$ cat config.mk
export PLATFORM = sky130hd
export DESIGN_NAME = dcb_ballast
export DESIGN_NICKNAME = d
export VERILOG_FILES = /design/src/logic/dcb_pkg.sv /design/src/logic/dcb_tick.sv /design/src/logic/dcb_div.sv /design/src/logic/dcb_ballast.sv
export SDC_FILE = /design/constraint.sdc
export NUM_CORES = 2
export LEC_CHECK = 0
export BUFFER_PORTS_ARGS = -buffer_cell sky130_fd_sc_hd__buf_2
export CELL_PAD_IN_SITES_DETAIL_PLACEMENT = 1
export CELL_PAD_IN_SITES_GLOBAL_PLACEMENT = 1
export CORE_MARGIN = 1.5
export CORE_UTILIZATION = 40
export CTS_CLUSTER_SIZE = 10
export DETAILED_ROUTE_END_ITERATION = 10
export GPL_ROUTABILITY_DRIVEN = 0
export PLACE_DENSITY_LB_ADDON = 0.05
export SYNTH_ARGS = -nofsm -noshare
export SYNTH_HDL_FRONTEND = slang
export SYNTH_SLANG_ARGS = --single-unit
$ cat constraint.sdc
create_clock -name ref_clk -period 16.4 [get_ports ref_clk]
set_clock_uncertainty 0.1 [all_clocks]
set_input_delay 3.28 -clock ref_clk [delete_from_list [all_inputs] [get_ports ref_clk]]
set_output_delay 3.28 -clock ref_clk [all_outputs]
set_load 0.03 [all_outputs]
$ cat src/logic/dcb_pkg.sv
// constants shared by the dc-link ballast controller and monitor
package dcb_pkg;

	// ---------------------------------------------------------------
	// clock and timing
	// ---------------------------------------------------------------
	localparam int CLK_HZ   = 50_000_000; // ref_clk rate
	localparam int TICK_US  = 1000;       // model step, 1 ms
	localparam int TICK_CYC = CLK_HZ / 1_000_000 * TICK_US;
	localparam int SURGE_MS = 1000;       // short surge, 1 second
	localparam logic [10:0] SURGE_TICKS = 11'(SURGE_MS * 1000 / TICK_US);

	// ---------------------------------------------------------------
	// register indices (byte address is four times the index)
	// ---------------------------------------------------------------
	localparam logic [3:0] IDX_CTRL  = 4'h1; // ballast_control_flags
	localparam logic [3:0] IDX_THR   = 4'h2; // ballast_voltage_threshold
	localparam logic [3:0] IDX_HYST  = 4'h3; // ballast_hysteresis
	localparam logic [3:0] IDX_RES   = 4'h4; // resistor_nominal_value
	localparam logic [3:0] IDX_LTCAP = 4'h5; // long_term_energy_cap
	localparam logic [3:0] IDX_LTWIN = 4'h6; // long_term_window_time
	localparam logic [3:0] IDX_STCAP = 4'h7; // short_term_energy_cap
	localparam logic [3:0] IDX_COOL  = 4'h8; // resistor_cooling_rate
	localparam logic [3:0] IDX_OVV   = 4'h9; // overvoltage threshold
	localparam logic [3:0] IDX_STAT  = 4'hA; // status, write one to clear
	localparam logic [3:0] IDX_CODE  = 4'hB; // last error code

	// ---------------------------------------------------------------
	// fields and reset values
	// ---------------------------------------------------------------
	localparam int CTRL_EN  = 0;  // ballast enable
	localparam int CTRL_INV = 1;  // inverted pin polarity
	localparam int ST_INH   = 0;  // ballast inhibited (live)
	localparam int ST_PERR  = 1;  // parameters invalid (live)
	localparam int ST_OVV   = 2;  // overvoltage, sticky
	localparam int ST_WARN  = 3;  // energy warning, sticky
	localparam int ST_ON    = 4;  // hysteresis comparator on (live)
	localparam logic [31:0] RST_REG = 32'h0000_0000;
	localparam logic [31:0] RST_OVV = 32'hFFFF_FFFF;

	// ---------------------------------------------------------------
	// error codes and units
	// ---------------------------------------------------------------
	localparam logic [15:0] ERR_PARAM  = 16'h7110;
	localparam logic [15:0] ERR_ENERGY = 16'h7113;
	localparam logic [15:0] ERR_OVV    = 16'h0001; // arbitrary value
	localparam logic [47:0] UWS_PER_MWS = 48'h0000_0000_03E8;

endpackage : dcb_pkg

$ cat src/logic/dcb_tick.sv
// millisecond step enable for the thermal model
`timescale 1ns/100ps
module dcb_tick #(
	parameter int CYC = 50000
) (
	// clock and reset
	input  wire logic ref_clk,
	input  wire logic srst,
	// step enable
	output wire logic tick
);
	typedef struct packed {
		logic [31:0] cnt;  // cycles in the current step
		logic        tick; // one-cycle pulse
	} dcb_tick_s;

	dcb_tick_s s_q;
	dcb_tick_s s_d;

	// count up through the step and pulse at its end
	always_comb begin
		s_d = s_q;
		s_d.tick = 1'b0;
		if (s_q.cnt >= 32'(CYC - 1)) begin
			s_d.cnt = 32'h0000_0000;
			s_d.tick = 1'b1;
		end else begin
			s_d.cnt = s_q.cnt + 32'h0000_0001;
		end
	end

	// state register
	always_ff @(posedge ref_clk) begin
		if (srst) begin
			s_q <= '0;
		end else begin
			s_q <= s_d;
		end
	end

	assign tick = s_q.tick;
endmodule : dcb_tick

$ cat src/logic/dcb_div.sv
// serial restoring divider, one quotient bit per cycle
`timescale 1ns/100ps
module dcb_div #(
	parameter int W = 32
) (
	// clock and reset
	input  wire logic         ref_clk,
	input  wire logic         srst,
	// request
	input  wire logic         start,
	input  wire logic [W-1:0] num,
	input  wire logic [W-1:0] den,
	// answer
	output wire logic [W-1:0] quo,
	output wire logic         done
);
	localparam int CW = $clog2(W + 1);

	typedef struct packed {
		logic [W-1:0]  rem;  // partial remainder
		logic [W-1:0]  quo;  // quotient being shifted in
		logic [W-1:0]  num;  // dividend, shifted out msb first
		logic [W-1:0]  den;  // divisor
		logic [CW-1:0] cnt;  // bits still to do
		logic          busy; // division in progress
		logic          done; // one-cycle pulse
	} dcb_div_s;

	dcb_div_s s_q;
	dcb_div_s s_d;

	// a zero divisor yields all ones, which is harmless here
	always_comb begin
		logic [W:0] t;
		t = {s_q.rem, s_q.num[W-1]};
		s_d = s_q;
		s_d.done = 1'b0;
		if (start) begin
			s_d.num = num;
			s_d.den = den;
			s_d.rem = '0;
			s_d.cnt = CW'(W);
			s_d.busy = 1'b1;
		end else if (s_q.busy) begin
			s_d.num = s_q.num << 1;
			if (t >= {1'b0, s_q.den}) begin
				s_d.rem = W'(t - {1'b0, s_q.den});
				s_d.quo = {s_q.quo[W-2:0], 1'b1};
			end else begin
				s_d.rem = t[W-1:0];
				s_d.quo = {s_q.quo[W-2:0], 1'b0};
			end
			s_d.cnt = s_q.cnt - CW'(1);
			if (s_q.cnt == CW'(1)) begin
				s_d.busy = 1'b0;
				s_d.done = 1'b1;
			end
		end
	end

	// state register
	always_ff @(posedge ref_clk) begin
		if (srst) begin
			s_q <= '0;
		end else begin
			s_q <= s_d;
		end
	end

	assign quo  = s_q.quo;
	assign done = s_q.done;
endmodule : dcb_div

$ cat src/logic/dcb_ballast.sv
// dc-link ballast controller and resistor energy monitor, apb slave
// ---------------------------------------------------------------
// How it works
// - ballast switches only while enable bit set
// - pin active high, bit 1 inverts it
// - threshold and hysteresis from subindices 02, 03
// - overvoltage despite ballast: error, output stage off
// - accumulate resistor energy, subtract convection losses
// - energy over limit: inhibit ballast, warn 7113
// - inhibit lifts itself once resistor has cooled
// - cooling power drains stored energy each step
// - surge under one second checked against short cap
// - energy within reference window checked against long cap
// - invalid resistor parameters raise error 7110
// - resistor parameters from subindices 04 to 08
// ---------------------------------------------------------------
//
// The APB register port was left to the implementer.
`timescale 1ns/100ps
module dcb_ballast
	import dcb_pkg::*;
#(
	parameter int TICK_CYC_P = TICK_CYC // cycles per 1 ms model step
) (
	// clock and reset
	input  wire logic        ref_clk,
	input  wire logic        srst,
	// apb slave
	input  wire logic        psel,
	input  wire logic        penable,
	input  wire logic        pwrite,
	input  wire logic [31:0] paddr,
	input  wire logic [31:0] pwdata,
	output wire logic [31:0] prdata,
	output wire logic        pready,
	output wire logic        pslverr,
	// measured dc-link voltage in mV, from on-chip logic
	input  wire logic [15:0] dc_link_mv,
	// ballast and power stage
	output wire logic        ballast_pin,
	output wire logic        stage_off,
	// error reporting
	output wire logic [15:0] err_code,
	output wire logic        err_strobe
);
	// ---------------------------------------------------------------
	// state
	// ---------------------------------------------------------------
	typedef struct packed {
		logic [31:0] ctrl, thr, hyst, res;  // control and resistor regs
		logic [31:0] ltcap, ltwin, stcap;   // energy caps, window
		logic [31:0] cool, ovv;             // cooling mW, overvoltage mV
		logic [47:0] e_st, e_win, e_th;     // energies in uWs
		logic [31:0] pwr;                   // resistor power in mW
		logic [31:0] sq;                    // voltage squared
		logic [31:0] win_ms;                // position in window
		logic [10:0] surge;                 // age of current surge
		logic        go, on, inh, perr, ovv_err, warn;
		logic        pin, err_pulse, ready, slverr;
		logic [15:0] code;
		logic [31:0] rdata;
	} dcb_state_s;

	dcb_state_s s_q;
	dcb_state_s s_d;
	logic        tick;     // 1 ms step
	logic [31:0] quo;      // divider result
	logic        div_done; // divider finished
	logic [31:0] low;      // switch-off level
	logic        act;      // ballast really conducting
	logic        perr_now; // parameters bad right now
	logic        over;     // some energy limit exceeded
	logic        rel;      // cooled enough to release
	logic [47:0] add;      // energy of this step

	// byte address of a register index
	function automatic logic [31:0] reg_addr(input logic [3:0] idx);
		return {26'h0, idx, 2'b00};
	endfunction : reg_addr

	// energy cap in uWs from mWs
	function automatic logic [47:0] uws(input logic [31:0] mws);
		return 48'({16'h0, mws} * UWS_PER_MWS);
	endfunction : uws

	// ---------------------------------------------------------------
	// helpers
	// ---------------------------------------------------------------
	dcb_tick #(.CYC(TICK_CYC_P)) u_tick (
		.ref_clk (ref_clk),
		.srst    (srst),
		.tick    (tick)
	);

	// power = mV^2 / mOhm gives mW; serial, finishes well inside 1 ms
	dcb_div #(.W(32)) u_div (
		.ref_clk (ref_clk),
		.srst    (srst),
		.start   (s_q.go),
		.num     (s_q.sq),
		.den     (s_q.res),
		.quo     (quo),
		.done    (div_done)
	);

	// ---------------------------------------------------------------
	// combinational terms
	// ---------------------------------------------------------------
	always_comb begin
		low = (s_q.thr > s_q.hyst) ? s_q.thr - s_q.hyst : 32'h0;
		act = s_q.on && s_q.ctrl[CTRL_EN] && !s_q.inh && !s_q.perr;
		// unrealistic sets, including a short cap above the long one
		perr_now = (s_q.res == 32'h0) || (s_q.ltwin == 32'h0) ||
			(s_q.stcap == 32'h0) || (s_q.ltcap < s_q.stcap) ||
			(s_q.cool == 32'h0);
		over = (s_q.e_st > uws(s_q.stcap)) ||
			(s_q.e_win > uws(s_q.ltcap)) ||
			(s_q.e_th > uws(s_q.ltcap));
		rel = !over && (s_q.e_th < (uws(s_q.ltcap) >> 1));
		add = act ? {16'h0, s_q.pwr} : 48'h0;
	end

	// ---------------------------------------------------------------
	// next state
	// ---------------------------------------------------------------
	always_comb begin
		s_d = s_q;
		s_d.err_pulse = 1'b0;
		s_d.ready = 1'b0;
		s_d.slverr = 1'b0;
		s_d.go = 1'b0;
		// apb: one wait state, answer in second access cycle
		if (psel && penable && !s_q.ready) begin
			s_d.ready = 1'b1;
			s_d.rdata = 32'h0;
			if (paddr == reg_addr(IDX_CTRL)) begin
				s_d.rdata = s_q.ctrl;
				if (pwrite) s_d.ctrl = pwdata;
			end else if (paddr == reg_addr(IDX_THR)) begin
				s_d.rdata = s_q.thr;
				if (pwrite) s_d.thr = pwdata;
			end else if (paddr == reg_addr(IDX_HYST)) begin
				s_d.rdata = s_q.hyst;
				if (pwrite) s_d.hyst = pwdata;
			end else if (paddr == reg_addr(IDX_RES)) begin
				s_d.rdata = s_q.res;
				if (pwrite) s_d.res = pwdata;
			end else if (paddr == reg_addr(IDX_LTCAP)) begin
				s_d.rdata = s_q.ltcap;
				if (pwrite) s_d.ltcap = pwdata;
			end else if (paddr == reg_addr(IDX_LTWIN)) begin
				s_d.rdata = s_q.ltwin;
				if (pwrite) s_d.ltwin = pwdata;
			end else if (paddr == reg_addr(IDX_STCAP)) begin
				s_d.rdata = s_q.stcap;
				if (pwrite) s_d.stcap = pwdata;
			end else if (paddr == reg_addr(IDX_COOL)) begin
				s_d.rdata = s_q.cool;
				if (pwrite) s_d.cool = pwdata;
			end else if (paddr == reg_addr(IDX_OVV)) begin
				s_d.rdata = s_q.ovv;
				if (pwrite) s_d.ovv = pwdata;
			end else if (paddr == reg_addr(IDX_STAT)) begin
				s_d.rdata = {27'h0, s_q.on, s_q.warn, s_q.ovv_err,
					s_q.perr, s_q.inh};
				// sticky flags clear here; sets below win
				if (pwrite && pwdata[ST_OVV]) s_d.ovv_err = 1'b0;
				if (pwrite && pwdata[ST_WARN]) s_d.warn = 1'b0;
			end else if (paddr == reg_addr(IDX_CODE)) begin
				s_d.rdata = {16'h0, s_q.code};
			end else begin
				s_d.slverr = 1'b1; // unmapped: error, reads zero
			end
		end
		// hysteresis comparator
		if (!s_q.ctrl[CTRL_EN]) begin
			s_d.on = 1'b0;
		end else if ({16'h0, dc_link_mv} > s_q.thr) begin
			s_d.on = 1'b1;
		end else if ({16'h0, dc_link_mv} < low) begin
			s_d.on = 1'b0;
		end
		// pin follows the gated comparator, optionally inverted
		s_d.pin = act ^ s_q.ctrl[CTRL_INV];
		// ballast cannot hold the voltage: stop the power stage
		if (s_q.on && s_q.ctrl[CTRL_EN] &&
			{16'h0, dc_link_mv} > s_q.ovv) begin
			if (!s_q.ovv_err) begin
				s_d.code = ERR_OVV;
				s_d.err_pulse = 1'b1;
			end
			s_d.ovv_err = 1'b1;
		end
		// power for the next step from the latest voltage
		if (tick) begin
			s_d.sq = 32'(dc_link_mv) * 32'(dc_link_mv);
			s_d.go = 1'b1;
		end
		if (div_done) s_d.pwr = quo;
		// thermal model, one step per ms
		if (tick) begin
			// net heat: energy in, convection out, floor at zero
			if (s_q.e_th + add > {16'h0, s_q.cool}) begin
				s_d.e_th = s_q.e_th + add - {16'h0, s_q.cool};
			end else begin
				s_d.e_th = 48'h0;
			end
			// surge energy, counted only for its first second
			if (!act) begin
				s_d.e_st = 48'h0;
				s_d.surge = 11'h0;
			end else if (s_q.surge < SURGE_TICKS) begin
				s_d.e_st = s_q.e_st + add;
				s_d.surge = s_q.surge + 11'h1;
			end
			// energy inside the long-term reference window
			if (s_q.win_ms + 32'h1 >= s_q.ltwin) begin
				s_d.e_win = add;
				s_d.win_ms = 32'h0;
			end else begin
				s_d.e_win = s_q.e_win + add;
				s_d.win_ms = s_q.win_ms + 32'h1;
			end
		end
		// block the resistor and warn, release after cooling
		if (over && !s_q.inh) begin
			s_d.inh = 1'b1;
			s_d.warn = 1'b1;
			s_d.code = ERR_ENERGY;
			s_d.err_pulse = 1'b1;
		end else if (s_q.inh && rel) begin
			s_d.inh = 1'b0;
		end
		// parameter check has the last word on the code
		s_d.perr = perr_now;
		if (perr_now && !s_q.perr) begin
			s_d.code = ERR_PARAM;
			s_d.err_pulse = 1'b1;
		end
	end

	// ---------------------------------------------------------------
	// state register
	// ---------------------------------------------------------------
	always_ff @(posedge ref_clk) begin
		if (srst) begin
			s_q <= '0;
			s_q.ovv <= RST_OVV;
			// perr starts clear so the zeroed set reports its code once
		end else begin
			s_q <= s_d;
		end
	end

	// outputs straight from the state register
	assign prdata     = s_q.rdata;
	assign pready     = s_q.ready;
	assign pslverr    = s_q.slverr;
	assign ballast_pin = s_q.pin;
	assign stage_off  = s_q.ovv_err;
	assign err_code   = s_q.code;
	assign err_strobe = s_q.err_pulse;
endmodule : dcb_ballast

## Word-level counts from Yosys, hierarchy flattened

Cells that the tools add are included.

| operators by class | value |
|---|---|
| muxes and demuxes | 67 |
| shift-type cells | 0 |
| bitwise logic cells | 13 |
| reductions and logical operators | 58 |
| $add $sub $neg | 10 |
| multipliers | 3 |
| $lt $le $gt $ge | 14 |
| eq/ne operators | 33 |
| div/mod/pow operators | 0 |

Operators by type and width:

| operator | count |
|---|---|
| 2-to-1 mux 32 bit | 14 |
| 2-to-1 mux 48 bit | 4 |
| adder 48 x 32 -> 48 bit | 3 |
| greater-than comparator 48 x 42 -> 1 bit | 3 |
| equality test 32 x 5 -> 1 bit, second input constant | 4 |
| equality test 32 x 6 -> 1 bit, second input constant | 4 |
| zero test 32 bit | 4 |
| 2-to-1 mux 15 bit | 6 |
| multiplier 32 x 7 -> 39 bit, second input constant | 2 |
| adder 32 x 1 -> 32 bit, second input constant | 2 |
| equality test 32 x 4 -> 1 bit, second input constant | 2 |
| greater-than comparator 16 x 32 -> 1 bit | 2 |
| 2-to-1 mux 64 bit | 1 |
| subtractor 32 bit | 2 |
| greater-than comparator 48 x 32 -> 1 bit | 1 |
| < comparator 48 x 41 -> 1 bit | 1 |
| subtractor 48 x 32 -> 48 bit | 1 |
| != test 2 x 1 -> 1 bit, second input constant | 20 |
| >= comparator 33 x 32 -> 1 bit | 1 |
| equality test 32 x 3 -> 1 bit, second input constant | 1 |
| >= comparator 32 x 16 -> 1 bit, second input constant | 1 |
| >= comparator 32 bit | 1 |
| greater-than comparator 32 bit | 1 |
| < comparator 16 x 32 -> 1 bit | 1 |
| 33 further kinds | 116 |

| word-level totals | value |
|---|---|
| bits in latches | 0 |
| bits in writable memories | 0 |
| output and inout bits | 53 |
| input bits | 85 |
| bits in read-only memories | 0 |
| bits in registers | 757 |
| memories kept | 0 |

## Longest topological paths before layout

| depth | value |
|---|---|
| word-level depth | 14 |
| gate-level depth with buffers | 31 |
| depth with buffers taken out | 31 |

## By module

From an unflattened synthesis, not the netlist that was laid out.

| unflattened totals | value |
|---|---|
| cell total of the unflattened synthesis | 8090 |
| area, all modules | 66055.9 µm² |

Modules (own cells, without submodules):

| module | instances | sequential area each (µm²) | cells each | area each (µm²) |
|---|---|---|---|---|
| dcb_ballast | 1 | 11671.2 | 7016 | 57239.9 |
| dcb_div | 1 | 2722.6 | 965 | 7687.4 |
| dcb_tick | 1 | 660.6 | 109 | 1128.6 |

## Worst setup path after synthesis

OpenSTA, ideal clock, no wires.

| timing path | value |
|---|---|
| path kind | input -> register |
| start | in dc_link_mv[1] |
| end | reg s_q[129] in the netlist's numbering |
| path buffers | 2 |
| library setup time | 0.120 ns |
| arrival time | 8.927 ns |
| slack | 7.253 ns |
| stages | 23 |
| data required time | 16.180 ns |
| cell sequence | clkbuf_1 -> clkbuf_1 -> nand2_1 -> fa_1 -> inv_1 -> fa_1 -> fa_1 -> inv_1 -> fa_1 -> inv_1 -> fa_1 -> fa_1 -> ha_1 -> and3_1 -> nand2_1 -> nor2_1 -> a21oi_1 -> o211ai_1 -> a21oi_1 -> o311ai_0 -> a31oi_1 -> nor3_1 -> a211o_1 |

| on the way | value |
|---|---|
| word-level cells in the longest chain between the ends | 1 |

RTL lines:

| what | line | source |
|---|---|---|
| from (decl) | dcb_ballast.sv:38 | `input wire logic [15:0] dc_link_mv,` |
| multiplier 16 x 16 -> 32 bit | dcb_ballast.sv:196 | `s_d.sq = 32'(dc_link_mv) * 32'(dc_link_mv);` |
| to (decl) | dcb_ballast.sv:64 | `dcb_state_s s_q;` |

No other way between the ends.
A chain may end at the register's enable or synchronous reset.

## Final worst setup path

| timing path | value |
|---|---|
| start | reg s_q[386] in the netlist's numbering |
| end | reg s_q (netlist bit err_strobe) |

| on the way | value |
|---|---|
| word-level cells in the longest chain between the ends | 7 |
| elaborated cells on any way between the ends | 13 |
| classes of those cells | mul: 1; order compare: 2; mux: 2; reduce/logical: 8 |

RTL lines:

| what | line | source |
|---|---|---|
| multiplier 32 x 7 -> 39 bit | dcb_ballast.sv:83 | `return 48'({16'h0, mws} * UWS_PER_MWS);` |
| greater-than comparator 48 x 42 -> 1 bit | dcb_ballast.sv:116 | `over = (s_q.e_st > uws(s_q.stcap)) \|\|` |
| logical OR 1 bit | dcb_ballast.sv:116 |  |
| logical OR 1 bit | dcb_ballast.sv:117 | `(s_q.e_win > uws(s_q.ltcap)) \|\|` |
| logical AND 1 bit | dcb_ballast.sv:226 | `if (over && !s_q.inh) begin` |
| 2-to-1 mux 1 bit | dcb_ballast.sv:226 |  |
| 2-to-1 mux 1 bit * | dcb_ballast.sv:236 | `if (perr_now && !s_q.perr) begin` |

Every way passes the cells marked *; elsewhere a longest branch is shown, timed or not.

==> flow_summary.toml <==
[layout]
synthToLayoutAreaGrowth_pct = 8.65
num-nets-final = 9124
nFillCells = 19500
seq_area_um2 = 15100
instances_no_fill = 10100
drive_gt1_share_pct = 5.65
multi_input_area_um2 = 46100
stdcell_area_um2 = 71200

[cts]
clk_pin_slew_ns = 0.06
cts_hold_buf = 0
htree_levels = 3
clk_latency_ns = 0.77
cts_setup_buffers = 0
clockBufferDepth = 3
cts.repair.resized = 0
numClockSinks = 752
root_buffer = "clkbuf_16"
cts_tree = "yes"
cts_buffers = 98

[worst_setup_path]
crit_path_max_fanout = 6
critPathLaunchType = "flip-flop"
crit_type = "flip-flop to flip-flop"
crit_arrival_ns = 10.04
slowest_stage = "a2111oi_0"
worstSetupEndpointType = "flip-flop"
worst_ep_required_time_ns = 16.91
timing.critical_path.mode_cell = "a21o_1"
cp_slowest_stage_delay_ns = 0.82
reg2reg_slack_ns = 6.88

[floorplan]
die_y_um = 408
pin_count = 138
core-area_um2 = 163000
die_w_um = 408
row_count = 148
die_area_um2 = 166000
initial_core_util_pct = 40.3

[routing]
drc_errors = 0
drtIter0Drc = 3524
vias_per_cell = 5.75
vias = 58300
ant_nets = 0
routedWlPerCell_um = 24.9
drt_first_pass_iters = 8
wirelength_mm = 252

[grt]
gr-total-overflow = 0
antenna_found_initial = 12
grt_max_degree = 88
grt_pass1_vias = 60500
grt_first_pass_wirelength_mm = 382
track_usage_pct = 29.9

[placement]
dp.final_hpwl_mm = 200
post-place-cells = 9973
place.port_buffers = 128
place_area_um2 = 68000

[power_and_ir_drop]
pwr-share-clk_pct = 33.4
intPower_mw = 4.15
p_leak_nw = 30.7
pwr-share-seq_pct = 29.2
p_comb_share_pct = 37.4
p_per_area_nw_per_um2 = 92.3
switchingPower_mw = 2.42
p_sw_share_pct = 36.8
vdd_ir_drop_max_mv = 0.176

[yosys]
synth_top_area_share_pct = 23.0
synthFlopType = "dfxtp_1"
synth.area.top_cells = "dfxtp_1 (23%), ha_1 (14%), fa_1 (12%)"
synth_warnings = 0
synth.largest_area_cell = "dfxtp_1"
yosysUniqueCellTypes = 105
ys_async_sr_fraction_pct = 0
synth_edf_count = 0
synth_seq_area_share_pct = 23.0
synthCells = 7965
syn_avg_cell_area_um2 = 8.22
netlist_area_um2 = 65500
synth_seq_cells = 752

[timing]
tns_ns = 0
period_share_pct = 58.1
max_freq_ghz = 0.105
finalHoldViolations = 0
slew_viol_final = 0
worst_pin_slew_ns = 1.24
maxSlewHeadroom_pct = 16.3
post-route-min-period_ns = 9.52
rsz0062_at_grt = "no"
setup_viol_count_final = 0

[job]
maxCapViolations = 0

[hold_path]
min_path_type = "flip-flop to flip-flop"

[status]
status = "completed"
-- state kept, by name, summed over array words and instances, names as in the netlist --
register / cells
u_tick.s_q: 32
pready: 1
pslverr: 1
u_div.s_q: 103
u_div.quo: 32
s_q: 543
stage_off: 1
err_strobe: 1
u_tick.tick: 1
ballast_pin: 1
prdata: 32
err_code: 3
u_div.done: 1
-- cells in the mapped netlist, types with 68 or more instances --
library cell  count
nor4_1           68
nand2_1        1023
o21ai_0         290
fa_1            406
a21oi_1         709
xor2_1          138
ha_1            735
nor2_1          553
inv_1           774
clkbuf_1        303
a211oi_1        109
nor3_1           91
a21o_1          189
dfxtp_1         752
nand3_1         159
mux2i_1         173
nand4_1         106
and3_1           86
xnor2_1         189
and2_1          121
nand2b_1         77
-- stage by stage --
| stage | total power, mW | utilization [%] | hold slack, ns | setup WS [ns] |
|---|---|---|---|---|
| floorplan | 3.74 | - | 0.313 | 7.25 |
| global placement | 4.36 | 41.8 | 0.325 | 6.66 |
| detailed placement | 4.39 | 41.8 | 0.345 | 6.58 |
| CTS | 6.61 | 43.8 | 0.353 | 6.82 |
| global route | 6.98 | 43.8 | 0.374 | 6.44 |
| finish | 6.56 | 43.8 | 0.352 | 6.88 |
-- critical path: cells and delay by family, from the launching register on --
kind | cells | cell delay [ns]
flops | 1 | 0.52
compound gates | 19 | 5.17
buf+inv | 2 | 0.32
fa+ha+maj | 6 | 2.72
simple gates | 2 | 0.52
-- path summary, 6_finish.rpt --
check / from / endpoint / cells after the start
max: s_q[386]$_SDFFE_PP0P_ / err_strobe$_SDFF_PP0_ / 29
min: u_tick.s_q[1]$_SDFF_PP0_ / u_tick.s_q[1]$_SDFF_PP0_ / 1
min reg2reg: u_tick.s_q[1]$_SDFF_PP0_ / u_tick.s_q[1]$_SDFF_PP0_ / 1
max reg2reg: s_q[386]$_SDFFE_PP0P_ / err_strobe$_SDFF_PP0_ / 29
-- power by group through the flow --
stage	sequential, mW	combinational (mW)	clock [mW]
final	1.92	2.45	2.19
after CTS	1.92	2.46	2.24
after global placement	1.95	2.40	0
after floorplan	1.94	1.80	0
after detailed placement	1.95	2.44	0
after global routing	1.92	2.75	2.30
-- routing by layer --
layer	vias up	track usage, %	part of all wire, %
li1	27400	-	-
met1	29300	39.3	45
met2	1281	50.1	47
met3	349	3.75	4.8
met4	8	10.9	3.8
met5	-	0	0.021
-- cell type report --
class | count | area share [%]
Clock buffer | 136 | 3.87
Sequential cell | 752 | 21.2
Timing Repair Buffer | 197 | 1.64
Antenna cell | 4 | 0.0141
Tap cell | 2175 | 3.82
Clock inverter | 29 | 0.598
Multi-Input combinational cell | 6072 | 64.8
Inverter | 777 | 4.10
-- placed cells by master (no fill, tap or decap), types with 31 or more instances in the layout --
cell	count
a21oi_1	708
xor2_1	138
o211ai_1	50
dfxtp_1	748
a21o_1	189
or3_1	31
mux2i_1	173
nor2_1	548
o21bai_1	46
nand3_1	154
nor3_1	88
o221ai_1	32
nor4_1	67
inv_1	774
a211oi_1	109
a31oi_1	54
a22oi_1	44
o21a_1	59
nor2b_1	61
a221oi_1	43
buf_4	69
xnor2_1	189
ha_1	735
o21ai_0	290
nand4_1	106
buf_2	127
and3_1	84
clkbuf_16	98
fa_1	406
nand2b_1	77
and2_1	120
nand2_1	1021
-- kinds of logic (layout without fill, tap and decap cells) --
| logic type | count (synthesis) | in the layout | synth area share (%) |
|---|---|---|---|
| flip-flops | 752 | 752 | 23.0 |
| adder cells (fa/ha/maj) | 1145 | 1145 | 26.5 |
| buffers and inverters | 1165 | 1139 | 7.00 |
| AO/OA/AOI/OAI | 1920 | 1920 | 18.9 |
| XOR/XNOR | 329 | 329 | 4.44 |
| other | 1 | 29 | 0.00573 |
| multiplexers | 178 | 178 | 2.73 |
| AND/OR/NAND/NOR | 2475 | 2475 | 17.4 |
(Power assumes the default switching activity.)
